[src/mch_map.vh]
// constants for the measurement-channel handshake block
`ifndef MCH_MAP_VH
`define MCH_MAP_VH
// ****************************************
// apb register offsets
// ****************************************
`define MCH_CTRL_OFS   12'h000
`define MCH_FDBK_OFS   12'h004
`define MCH_IRQ_ST_OFS 12'h008
`define MCH_IRQ_MK_OFS 12'h00C
`define MCH_CFG_OFS    12'h010
// ****************************************
// control fields
// ****************************************
`define MCH_C_DLOAD  0
`define MCH_C_PLOAD  1
`define MCH_C_OLOAD  2
`define MCH_C_ILOAD  3
`define MCH_C_ACK    4
`define MCH_C_RST    5
`define MCH_C_W      6
// ****************************************
// feedback fields
// ****************************************
`define MCH_F_CMP    0
`define MCH_F_HI     1
`define MCH_F_LO     2
`define MCH_F_RSTA   3
`define MCH_F_LERR   4
`define MCH_F_PERR   5
`define MCH_F_LRUN   6
`define MCH_F_ESUP   7
`define MCH_F_EOUT   8
`define MCH_F_EENC   9
`define MCH_F_W      10
// ****************************************
// config fields and misc
// ****************************************
`define MCH_G_ISO    0
`define MCH_G_GDIAG  1
`define MCH_G_W      2
`define MCH_ISO_CYC  3'h4
`define MCH_IRQ_W    4
`define MCH_ZERO32   32'h00000000
`endif

[src/mch_sync.v]
// three-stage synchroniser for asynchronous pins
`timescale 1ns/1ps
`default_nettype none
module mch_sync #(
  parameter W = 1
) (
  // clock and reset
  input  wire         pclk,
  input  wire         presetn,
  // data
  input  wire [W-1:0] din,
  output reg  [W-1:0] dout
);
  reg [W-1:0] s1;
  reg [W-1:0] s2;
  reg [W-1:0] s3;
  genvar i;
  generate
    for (i = 0; i < W; i = i + 1) begin : g_bit
      always @(posedge pclk or negedge presetn) begin
        if (!presetn) begin
          s1[i]   <= 1'b0;
          s2[i]   <= 1'b0;
          s3[i]   <= 1'b0;
          dout[i] <= 1'b0;
        end else begin
          s1[i] <= din[i];
          s2[i] <= s1[i];
          s3[i] <= s2[i];
          // accept a change only once stages two and three agree
          if (s2[i] == s3[i]) begin
            dout[i] <= s3[i];
          end
        end
      end
    end
  endgenerate
endmodule
`default_nettype wire

[src/mch_diag.v]
// latching diagnostic error flags with acknowledge
`timescale 1ns/1ps
`default_nettype none
`include "mch_map.vh"
module mch_diag #(
  parameter N = 3
) (
  // clock and reset
  input  wire         pclk,
  input  wire         presetn,
  // control
  input  wire         ack,
  input  wire         stopped,
  input  wire         group_diag,
  // faults
  input  wire [N-1:0] fault,
  // outputs
  output reg  [N-1:0] err,
  output reg          diag_msg
);
  genvar i;
  generate
    for (i = 0; i < N; i = i + 1) begin : g_err
      always @(posedge pclk or negedge presetn) begin
        if (!presetn) begin
          err[i] <= 1'b0;
        end else if (ack || stopped) begin
          err[i] <= fault[i];
        end else if (fault[i]) begin
          err[i] <= 1'b1;
        end
      end
    end
  endgenerate
  always @(posedge pclk or negedge presetn) begin
    if (!presetn) begin
      diag_msg <= 1'b0;
    end else begin
      diag_msg <= group_diag && (|err);
    end
  end
endmodule
`default_nettype wire

[src/mch_top.v]
// measurement channel control and feedback handshake with apb registers
//
// Local design decisions: the APB slave port and the address map.
`timescale 1ns/1ps
`default_nettype none
`include "mch_map.vh"
module mch_top (
  // apb
  input  wire        pclk,
  input  wire        presetn,
  input  wire        psel,
  input  wire        penable,
  input  wire        pwrite,
  input  wire [11:0] paddr,
  input  wire [31:0] pwdata,
  output reg  [31:0] prdata,
  output wire        pready,
  output wire        pslverr,
  // bus cycle and controller state
  input  wire        bus_tick,
  input  wire        ctrl_stop,
  // measurement events from the datapath
  input  wire        meas_done,
  input  wire        meas_estimated,
  input  wire        meas_continuous,
  input  wire        high_limit_evt,
  input  wire        low_limit_evt,
  input  wire        load_value_ok,
  input  wire        load_done,
  // parameter assignment
  input  wire        param_assign,
  input  wire        param_valid,
  // fault pins
  input  wire        supply_fault_pin,
  input  wire        output_fault_pin,
  input  wire        encoder_fault_pin,
  // outputs
  output wire        diag_msg,
  output wire        irq
);
  // ****************************************
  // registers
  // ****************************************
  reg  [`MCH_C_W-1:0]   ctrl;
  reg  [`MCH_G_W-1:0]   cfg;
  reg  [`MCH_IRQ_W-1:0] irq_st;
  reg  [`MCH_IRQ_W-1:0] irq_mk;
  reg                   meas_complete_flag;
  reg                   high_limit_flag;
  reg                   low_limit_flag;
  reg                   reset_active_flag;
  reg                   load_error_flag;
  reg                   param_error_flag;
  reg                   load_running_flag;
  reg  [2:0]            rst_cnt;
  reg  [2:0]            load_cnt;
  wire [2:0]            fault_sync;
  wire [2:0]            diag_err;
  wire                  wr = psel && penable && pwrite;
  wire direct_load_req       = ctrl[`MCH_C_DLOAD];
  wire prepared_load_req     = ctrl[`MCH_C_PLOAD];
  wire output_param_load_req = ctrl[`MCH_C_OLOAD];
  wire integ_time_load_req   = ctrl[`MCH_C_ILOAD];
  wire error_ack_bit         = ctrl[`MCH_C_ACK];
  wire status_reset_req      = ctrl[`MCH_C_RST];
  wire [3:0] load_reqs = {integ_time_load_req, output_param_load_req, prepared_load_req, direct_load_req};
  wire any_load  = |load_reqs;
  // more than one request bit set
  wire conflict  = any_load && ((load_reqs & (load_reqs - 4'h1)) != 4'h0);
  wire iso       = cfg[`MCH_G_ISO];
  assign pready  = 1'b1;
  assign pslverr = 1'b0;
  // ****************************************
  // fault inputs and diagnostics
  // ****************************************
  mch_sync #(.W(3)) u_sync (
    .pclk    (pclk),
    .presetn (presetn),
    .din     ({encoder_fault_pin, output_fault_pin, supply_fault_pin}),
    .dout    (fault_sync)
  );
  mch_diag #(.N(3)) u_diag (
    .pclk       (pclk),
    .presetn    (presetn),
    .ack        (error_ack_bit),
    .stopped    (ctrl_stop),
    .group_diag (cfg[`MCH_G_GDIAG]),
    .fault      (fault_sync),
    .err        (diag_err),
    .diag_msg   (diag_msg)
  );
  // ****************************************
  // apb write side
  // ****************************************
  always @(posedge pclk or negedge presetn) begin
    if (!presetn) begin
      ctrl   <= {`MCH_C_W{1'b0}};
      cfg    <= {`MCH_G_W{1'b0}};
      irq_mk <= {`MCH_IRQ_W{1'b0}};
    end else if (wr) begin
      if (paddr == `MCH_CTRL_OFS) begin
        ctrl <= pwdata[`MCH_C_W-1:0];
      end else if (paddr == `MCH_IRQ_MK_OFS) begin
        irq_mk <= pwdata[`MCH_IRQ_W-1:0];
      end else if (paddr == `MCH_CFG_OFS) begin
        cfg <= pwdata[`MCH_G_W-1:0];
      end
    end
  end
  // ****************************************
  // status reset handshake
  // ****************************************
  // in isochrone mode the active phase is paced by bus ticks so the
  // controller sees a fixed four-cycle exchange
  always @(posedge pclk or negedge presetn) begin
    if (!presetn) begin
      reset_active_flag <= 1'b0;
      rst_cnt           <= 3'h0;
    end else if (status_reset_req && !reset_active_flag) begin
      reset_active_flag <= 1'b1;
      rst_cnt           <= 3'h1;
    end else if (reset_active_flag) begin
      if (iso) begin
        if (bus_tick && rst_cnt != `MCH_ISO_CYC) begin
          rst_cnt <= rst_cnt + 3'h1;
        end
        if (rst_cnt == `MCH_ISO_CYC && !status_reset_req) begin
          reset_active_flag <= 1'b0;
          rst_cnt           <= 3'h0;
        end
      end else if (!status_reset_req) begin
        reset_active_flag <= 1'b0;
        rst_cnt           <= 3'h0;
      end
    end
  end
  // ****************************************
  // status flags
  // ****************************************
  wire real_value = meas_done && !(meas_continuous && meas_estimated);
  always @(posedge pclk or negedge presetn) begin
    if (!presetn) begin
      meas_complete_flag <= 1'b0;
      high_limit_flag    <= 1'b0;
      low_limit_flag     <= 1'b0;
    end else begin
      // a fresh event wins over a pending reset
      if (real_value) begin
        meas_complete_flag <= 1'b1;
      end else if (status_reset_req) begin
        meas_complete_flag <= 1'b0;
      end
      if (high_limit_evt) begin
        high_limit_flag <= 1'b1;
      end else if (status_reset_req) begin
        high_limit_flag <= 1'b0;
      end
      if (low_limit_evt) begin
        low_limit_flag <= 1'b1;
      end else if (status_reset_req) begin
        low_limit_flag <= 1'b0;
      end
    end
  end
  // ****************************************
  // load function
  // ****************************************
  always @(posedge pclk or negedge presetn) begin
    if (!presetn) begin
      load_error_flag   <= 1'b0;
      load_running_flag <= 1'b0;
      load_cnt          <= 3'h0;
    end else begin
      if (conflict) begin
        load_error_flag <= 1'b1;
      end else if (any_load && load_done && !load_value_ok) begin
        load_error_flag <= 1'b1;
      end else if (any_load && load_done && load_value_ok) begin
        load_error_flag <= 1'b0;
      end
      if (any_load && !conflict && !load_running_flag) begin
        load_running_flag <= 1'b1;
        load_cnt          <= 3'h1;
      end else if (load_running_flag) begin
        if (iso) begin
          if (bus_tick && load_cnt != `MCH_ISO_CYC) begin
            load_cnt <= load_cnt + 3'h1;
          end
          if (load_cnt == `MCH_ISO_CYC && !any_load) begin
            load_running_flag <= 1'b0;
            load_cnt          <= 3'h0;
          end
        end else if (!any_load) begin
          load_running_flag <= 1'b0;
          load_cnt          <= 3'h0;
        end
      end
    end
  end
  // ****************************************
  // parameter error
  // ****************************************
  always @(posedge pclk or negedge presetn) begin
    if (!presetn) begin
      param_error_flag <= 1'b0;
    end else if (param_assign) begin
      param_error_flag <= !param_valid;
    end
  end
  // ****************************************
  // interrupts: cmp, load err, param err, diag
  // ****************************************
  wire [`MCH_IRQ_W-1:0] irq_evt = {|diag_err, param_error_flag, load_error_flag, real_value};
  always @(posedge pclk or negedge presetn) begin
    if (!presetn) begin
      irq_st <= {`MCH_IRQ_W{1'b0}};
    end else begin
      // set wins over write-one-to-clear
      irq_st <= irq_evt | (irq_st & ~((wr && paddr == `MCH_IRQ_ST_OFS) ? pwdata[`MCH_IRQ_W-1:0] :
                                      {`MCH_IRQ_W{1'b0}}));
    end
  end
  assign irq = |(irq_st & irq_mk);
  // ****************************************
  // apb read side
  // ****************************************
  wire [`MCH_F_W-1:0] fdbk = {diag_err, load_running_flag, param_error_flag, load_error_flag,
                              reset_active_flag, low_limit_flag, high_limit_flag, meas_complete_flag};
  always @* begin
    prdata = `MCH_ZERO32;
    if (paddr == `MCH_CTRL_OFS) begin
      prdata[`MCH_C_W-1:0] = ctrl;
    end else if (paddr == `MCH_FDBK_OFS) begin
      prdata[`MCH_F_W-1:0] = fdbk;
    end else if (paddr == `MCH_IRQ_ST_OFS) begin
      prdata[`MCH_IRQ_W-1:0] = irq_st;
    end else if (paddr == `MCH_IRQ_MK_OFS) begin
      prdata[`MCH_IRQ_W-1:0] = irq_mk;
    end else if (paddr == `MCH_CFG_OFS) begin
      prdata[`MCH_G_W-1:0] = cfg;
    end
  end
endmodule
`default_nettype wire

[config.mk]
export PLATFORM = sky130hd
export DESIGN_NAME = mch_top
export DESIGN_NICKNAME = d
export VERILOG_FILES = /design/src/mch_sync.v /design/src/mch_diag.v /design/src/mch_top.v
export VERILOG_INCLUDE_DIRS = /design/src
export SDC_FILE = /design/constraint.sdc
export NUM_CORES = 1
export LEC_CHECK = 0
export ABC_CLOCK_PERIOD_IN_PS = 2100
export BUFFER_PORTS_ARGS = -buffer_cell sky130_fd_sc_hd__buf_2
export CAP_MARGIN = 40
export CORE_MARGIN = 1.5
export CORE_UTILIZATION = 43
export CTS_CLUSTER_DIAMETER = 80
export CTS_CLUSTER_SIZE = 24
export DETAILED_ROUTE_END_ITERATION = 10
export GPL_TIMING_DRIVEN = 1
export PLACE_DENSITY = 0.71
export SLEW_MARGIN = 20
export SYNTH_ARGS = -nofsm -noshare
export SYNTH_HDL_FRONTEND = slang
export SYNTH_SLANG_ARGS = --single-unit
[constraint.sdc]
create_clock -name pclk -period 2.1 [get_ports pclk]
set_input_delay 0.315 -clock pclk [delete_from_list [all_inputs] [get_ports pclk]]
set_output_delay 0.315 -clock pclk [all_outputs]
set_load 0.02 [all_outputs]
Yosys cells after proc, flatten, opt, wreduce, memory -nomap -nowiden
Cells that the tools add are included.
- bits in registers: 45
- input port bits: 63
- output and inout bits: 36
- add/subtract/negate cells: 3
- equality and inequality tests: 15
- multiplexer cells: 44
- bitwise operators: 7
- reductions and logical operators: 45
- operators with widths (operator ; count):
    3-bit 2-to-1 mux ; 12
    12-bit by 4-bit equality test with 1-bit output, second input constant ; 2
    1-bit 2-to-1 mux ; 23
    1-bit logical AND ; 17
    4-bit 2-to-1 mux ; 4
    2-bit nonzero test ; 8
    4-bit AND ; 3
    12-bit by 3-bit equality test with 1-bit output, second input constant ; 1
    12-bit by 5-bit equality test with 1-bit output, second input constant ; 1
    12-bit logical NOT ; 1
    6-bit 2-to-1 mux ; 2
    3-bit AND reduction ; 3
    1-bit logical NOT ; 8
    4-bit by 1-bit inequality test with 1-bit output, second input constant ; 2
    4-bit OR reduction ; 2
    3-bit by 1-bit adder with 3-bit output, second input constant ; 2
    3-bit equality test, second input constant ; 2
    2-bit 2-to-1 mux ; 3
    3-bit inequality test, second input constant ; 2
    4-bit inverter ; 1
    4-bit OR ; 1
    4-bit AND reduction ; 1
    4-bit nonzero test ; 1
    4-bit by 1-bit subtractor with 4-bit output, second input constant ; 1
    other kinds (8) ; 11

Depth between registers and ports, before layout
- word-level depth: 9
- mapped depth: 6
- gate-level depth less buffers: 6

Hierarchy
From an unflattened synthesis, not the netlist that was laid out.
- cell total of the unflattened synthesis: 228
- area total of the unflattened synthesis: 2419.8 sq um
- modules (own cells, without submodules) (module ; times used ; cells each ; area an instance (sq um) ; sequential area each (sq um)):
    mch_top ; 1 ; 204 ; 1949.4 ; 725.7
    mch_sync ; 1 ; 15 ; 334.1 ; 300.3
    mch_diag ; 1 ; 9 ; 136.4 ; 100.1

Least setup slack after synthesis
OpenSTA, ideal clock, no wires.
- kind: input port to output port
- from: input port paddr[9]
- to: output port prdata[0]
- arrival time: 1.837 ns
- slack: -0.052 ns
- stages on the path: 5
- cell sequence: or4_4 or3_1 buf_6 nor2_1 a32o_1
- cells in the longest elaborated chain, start to end: 6
- elaborated cells between the ends (all ways): 10
- RTL lines (item ; line ; text):
    start: declaration ; mch_top.v:14 ; input wire [11:0] paddr,
    12-bit by 5-bit equality test with 1-bit output (no line) ; n/a ;
    2-bit 2-to-1 mux ; mch_top.v:239 ; end else if (paddr == `MCH_CFG_OFS) begin
    2-bit 2-to-1 mux ; mch_top.v:237 ; end else if (paddr == `MCH_IRQ_MK_OFS) begin
    4-bit 2-to-1 mux ; mch_top.v:235 ; end else if (paddr == `MCH_IRQ_ST_OFS) begin
    4-bit 2-to-1 mux ; mch_top.v:233 ; end else if (paddr == `MCH_FDBK_OFS) begin
    6-bit 2-to-1 mux (*) ; mch_top.v:231 ; if (paddr == `MCH_CTRL_OFS) begin
    end: declaration ; mch_top.v:16 ; output reg [31:0] prdata,
Mark *: on every way between the ends. The rest lies on a longest branch, timed or not.

Worst setup path after layout
- from: input port paddr[9]
- to: output port prdata[2]
- cells in the longest elaborated chain, start to end: 5
- elaborated cells between the ends (all ways): 8
- RTL lines (item ; line):
    12-bit by 4-bit equality test with 1-bit output (no line) ; n/a
    2-bit 2-to-1 mux ; mch_top.v:237
    4-bit 2-to-1 mux ; mch_top.v:235
    4-bit 2-to-1 mux ; mch_top.v:233
    6-bit 2-to-1 mux (*) ; mch_top.v:231
Marks and branches as above.

==> reports/metrics.cfg <==
[logic_synthesis]
mappedNetlistArea_um2 = 2410
synth-async-reset-ratio_pct = 100.0
ys_ff_latch = 45
synthCells = 240
synth_edf_count = 0
leading_cell_types_by_total_area_after_synthesis = dfrtp_1, buf_4, mux2_2
ys_warn_count = 0
number_of_library_cell_types_mapped_by_synthesis = 50
ys_seq_area_share_pct = 46.73
yosys.cell_count.top_type = dfrtp_1
area_share_of_the_leading_cell_type_in_the_synthesized_netlist_pct = 46.73
synth_top_cells_by_count = dfrtp_1, buf_4, nand2_1
ys_dominant_reg_cell = dfrtp_1
top_cell_type_by_total_area_after_synthesis = dfrtp_1
synthesis.area_per_instance_um2 = 10.04

[worst_setup_path]
slowest_delay_ps = 530
timing.setup.critical_path_class = input port to primary output
critPathBufInv = 2
worst_ep_required_time_ps = 1780
critPathMaxFanout = 6
timing.critical_path.arrival_ps = 1860
cpMaxStageDelayCell = or4_4
path_cells = buf_6, or4_4, or3_4, a211oi_2, o32a_4, buf_6
crit_family = simple AND/OR/NAND/NOR gates
critPathCaptureType = primary output
r2r_setup_slack_ps = 550
cpMostUsedCell = buf_6
startpoint_class = input port

[timing]
final.min_clock_period_ps = 2173
final.period_utilization_pct = 103.5
timing.fmax_mhz = 460.1
finalClockSkew_ps = 6.159
worst_slack_ps = -73.33
rsz0062_at_grt = true
setup_viol = 6
finalHoldViolCount = 0
finalMaxSlewViolations = 0

[placement]
portBuffers = 48
detailed_place_hpwl_um = 3955
dpl.cell_count = 365
routabilityCongestion = 0.9068

[global_routing]
grt_start_max_net_pins = 22
grtUsageTotal_pct = 18.48
grt_pass1_vias = 1813
number_of_antenna_violations_at_the_first_check_in_global_routing = 0
grt_busiest_layer = met2
grt_first_pass_wirelength_um = 8611
globalRouteMet1Util_pct = 24.51
globalRouteMet3Util_pct = 5.529
grt_overflow = 0
grtUsageMet2_pct = 29.30

[routing]
detail_route.drc_violations = 0
drt-total-wl_um = 5354
detail_route.first_pass.iterations = 4
drt_iter0_markers = 146
vias_per_cell = 5.209
num_vias = 1948
antenna_left = 0
detail_route.wl_per_cell_um = 14.32

[run_status]
run_status = finished with violations
failed_checks = negative setup slack

[cts]
clock_tree_from_tritoncts = done
numClockSinks = 45
clk_transition_reported_paths_ps = 90
ctsRootBufferMaster = clkbuf_8
cts-buffers-inserted = 5
clk_latency_ps = 300
cts_buffer_depth = 2
cts_max_level = 2

[finish]
layout_overhead_on_the_synthesized_area_pct = 22.43
final_instance_count_without_filler_cells = 374
final_util_pct = 53.91
antenna_cells_inserted = 0
drive_above_1_share_pct = 32.45
fin_nets = 369

[die]
start_util_pct = 44.03
coreArea_um2 = 5473
top_level_ports = 99
die_width_um = 77.86
overall_die_area_um2 = 6062
rows = 27
dieHeight_um = 77.86

[power]
p_leak_nw = 1.392
power_density_nw_per_um2 = 550.7
vdd_ir_drop_max_uv = 433.5
design_power_total_mw = 1.625

[run]
cap_violations = 0

[min_path]
type_of_the_most_critical_hold_path = input port to flip-flop

[repair_timing]
| item | 4_1_cts | 5_1_grt |
|---|---|---|
| hold buffers | 1 | 0 |
| resized for setup | 20 | 10 |
| endpoints found under the setup margin | 10 | 10 |
| pin swaps | 7 | 5 |
| buffers inserted | 1 | 0 |
| gates cloned | 0 | 0 |
| hold endpoints to repair | 7 | 0 |
[power by group]
| part | internal [mW] | total, mW | switching, mW |
|---|---|---|---|
| combinational | 0.0660 | 0.179 | 0.113 |
| sequential | 0.897 | 0.921 | 0.0240 |
| clock | 0.230 | 0.525 | 0.295 |
| total | 1.19 | 1.62 | 0.432 |
[final cells by class]
type | instances | area [um^2]
inverters | 8 | 30.03
repair buffers | 66 | 444.2
fillers | 512 | 2522
clock buffers | 5 | 68.82
flip-flops and latches | 45 | 1126
well taps | 72 | 90.09
multi-input cells | 176 | 1175
clock inverters | 2 | 16.27
[sequential cells by signal, summed over array words and instances (netlist names), 2 cells and up]
name and flops:
u_sync.s3 3, ctrl 6, u_diag.err 3, load_cnt 3, cfg 2, u_sync.s2 3, u_sync.s1 3, u_sync.dout 3
irq_mk 4, rst_cnt 3, irq_st 4
[metrics by stage]
step                      instance area, um^2  hold WS (ps)  TNS, ps  setup slack [ps]
final                                    2950         114.4   -230.7            -73.33
after global routing                     2950         95.22   -724.1            -99.13
after CTS                                2917         106.9   -135.2            -61.65
after detailed placement                 2726         170.9    -3764            -267.1
after global placement                   2726         172.1    -3741            -250.0
after floorplan                          2497         19.41   -10.74            -10.74
[metal layers]
| metal | part of all wire, % | vias to the layer above | wire [um] |
|---|---|---|---|
| met5 | 0 | - | 0 |
| li1 | - | 935 | - |
| met4 | 0.97 | 0 | 52 |
| met2 | 47 | 61 | 2539 |
| met1 | 46 | 944 | 2458 |
| met3 | 5.7 | 8 | 303 |
[placed cells by master, fill, tap and decap left out, types with 3 or more instances in the layout]
cell	instances
clkbuf_8	5
nand2_1	20
o21ai_0	8
nor2_1	14
a31oi_1	3
nand2b_1	3
nor4_1	4
ha_1	4
a21o_1	8
a21boi_0	4
a22oi_1	4
maj3_1	3
buf_2	38
and2_1	3
buf_4	16
conb_1	24
nand3_1	7
mux2_2	12
dfrtp_1	45
a21oi_1	10
a22o_1	5
inv_1	8
buf_6	11
[kinds of logic after synthesis]
logic type | after synthesis | share of synthesized area, %
and+or+nand+nor | 74 | 16.25
AOI/OAI and AO/OA | 56 | 16.20
DFF | 45 | 46.73
buffers and inverters | 41 | 10.44
muxes | 13 | 6.023
adders and majority gates | 7 | 3.323
other | 2 | 0.3116
xor gates and xnor gates | 2 | 0.7270
[final timing paths]
check                               endpoint         startpoint  depth (start not counted)
worst min-delay path            u_sync.s1[2]  encoder_fault_pin                          1
worst min register to register  u_sync.s2[2]       u_sync.s1[2]                          0
worst max-delay path               prdata[2]           paddr[9]                          6
min in group asynchronous         rst_cnt[1]            presetn                          2
worst max register to register   load_cnt[1]        load_cnt[0]                          6
max in group asynchronous             cfg[0]            presetn                          3
Power figures use the tool's default switching activity.
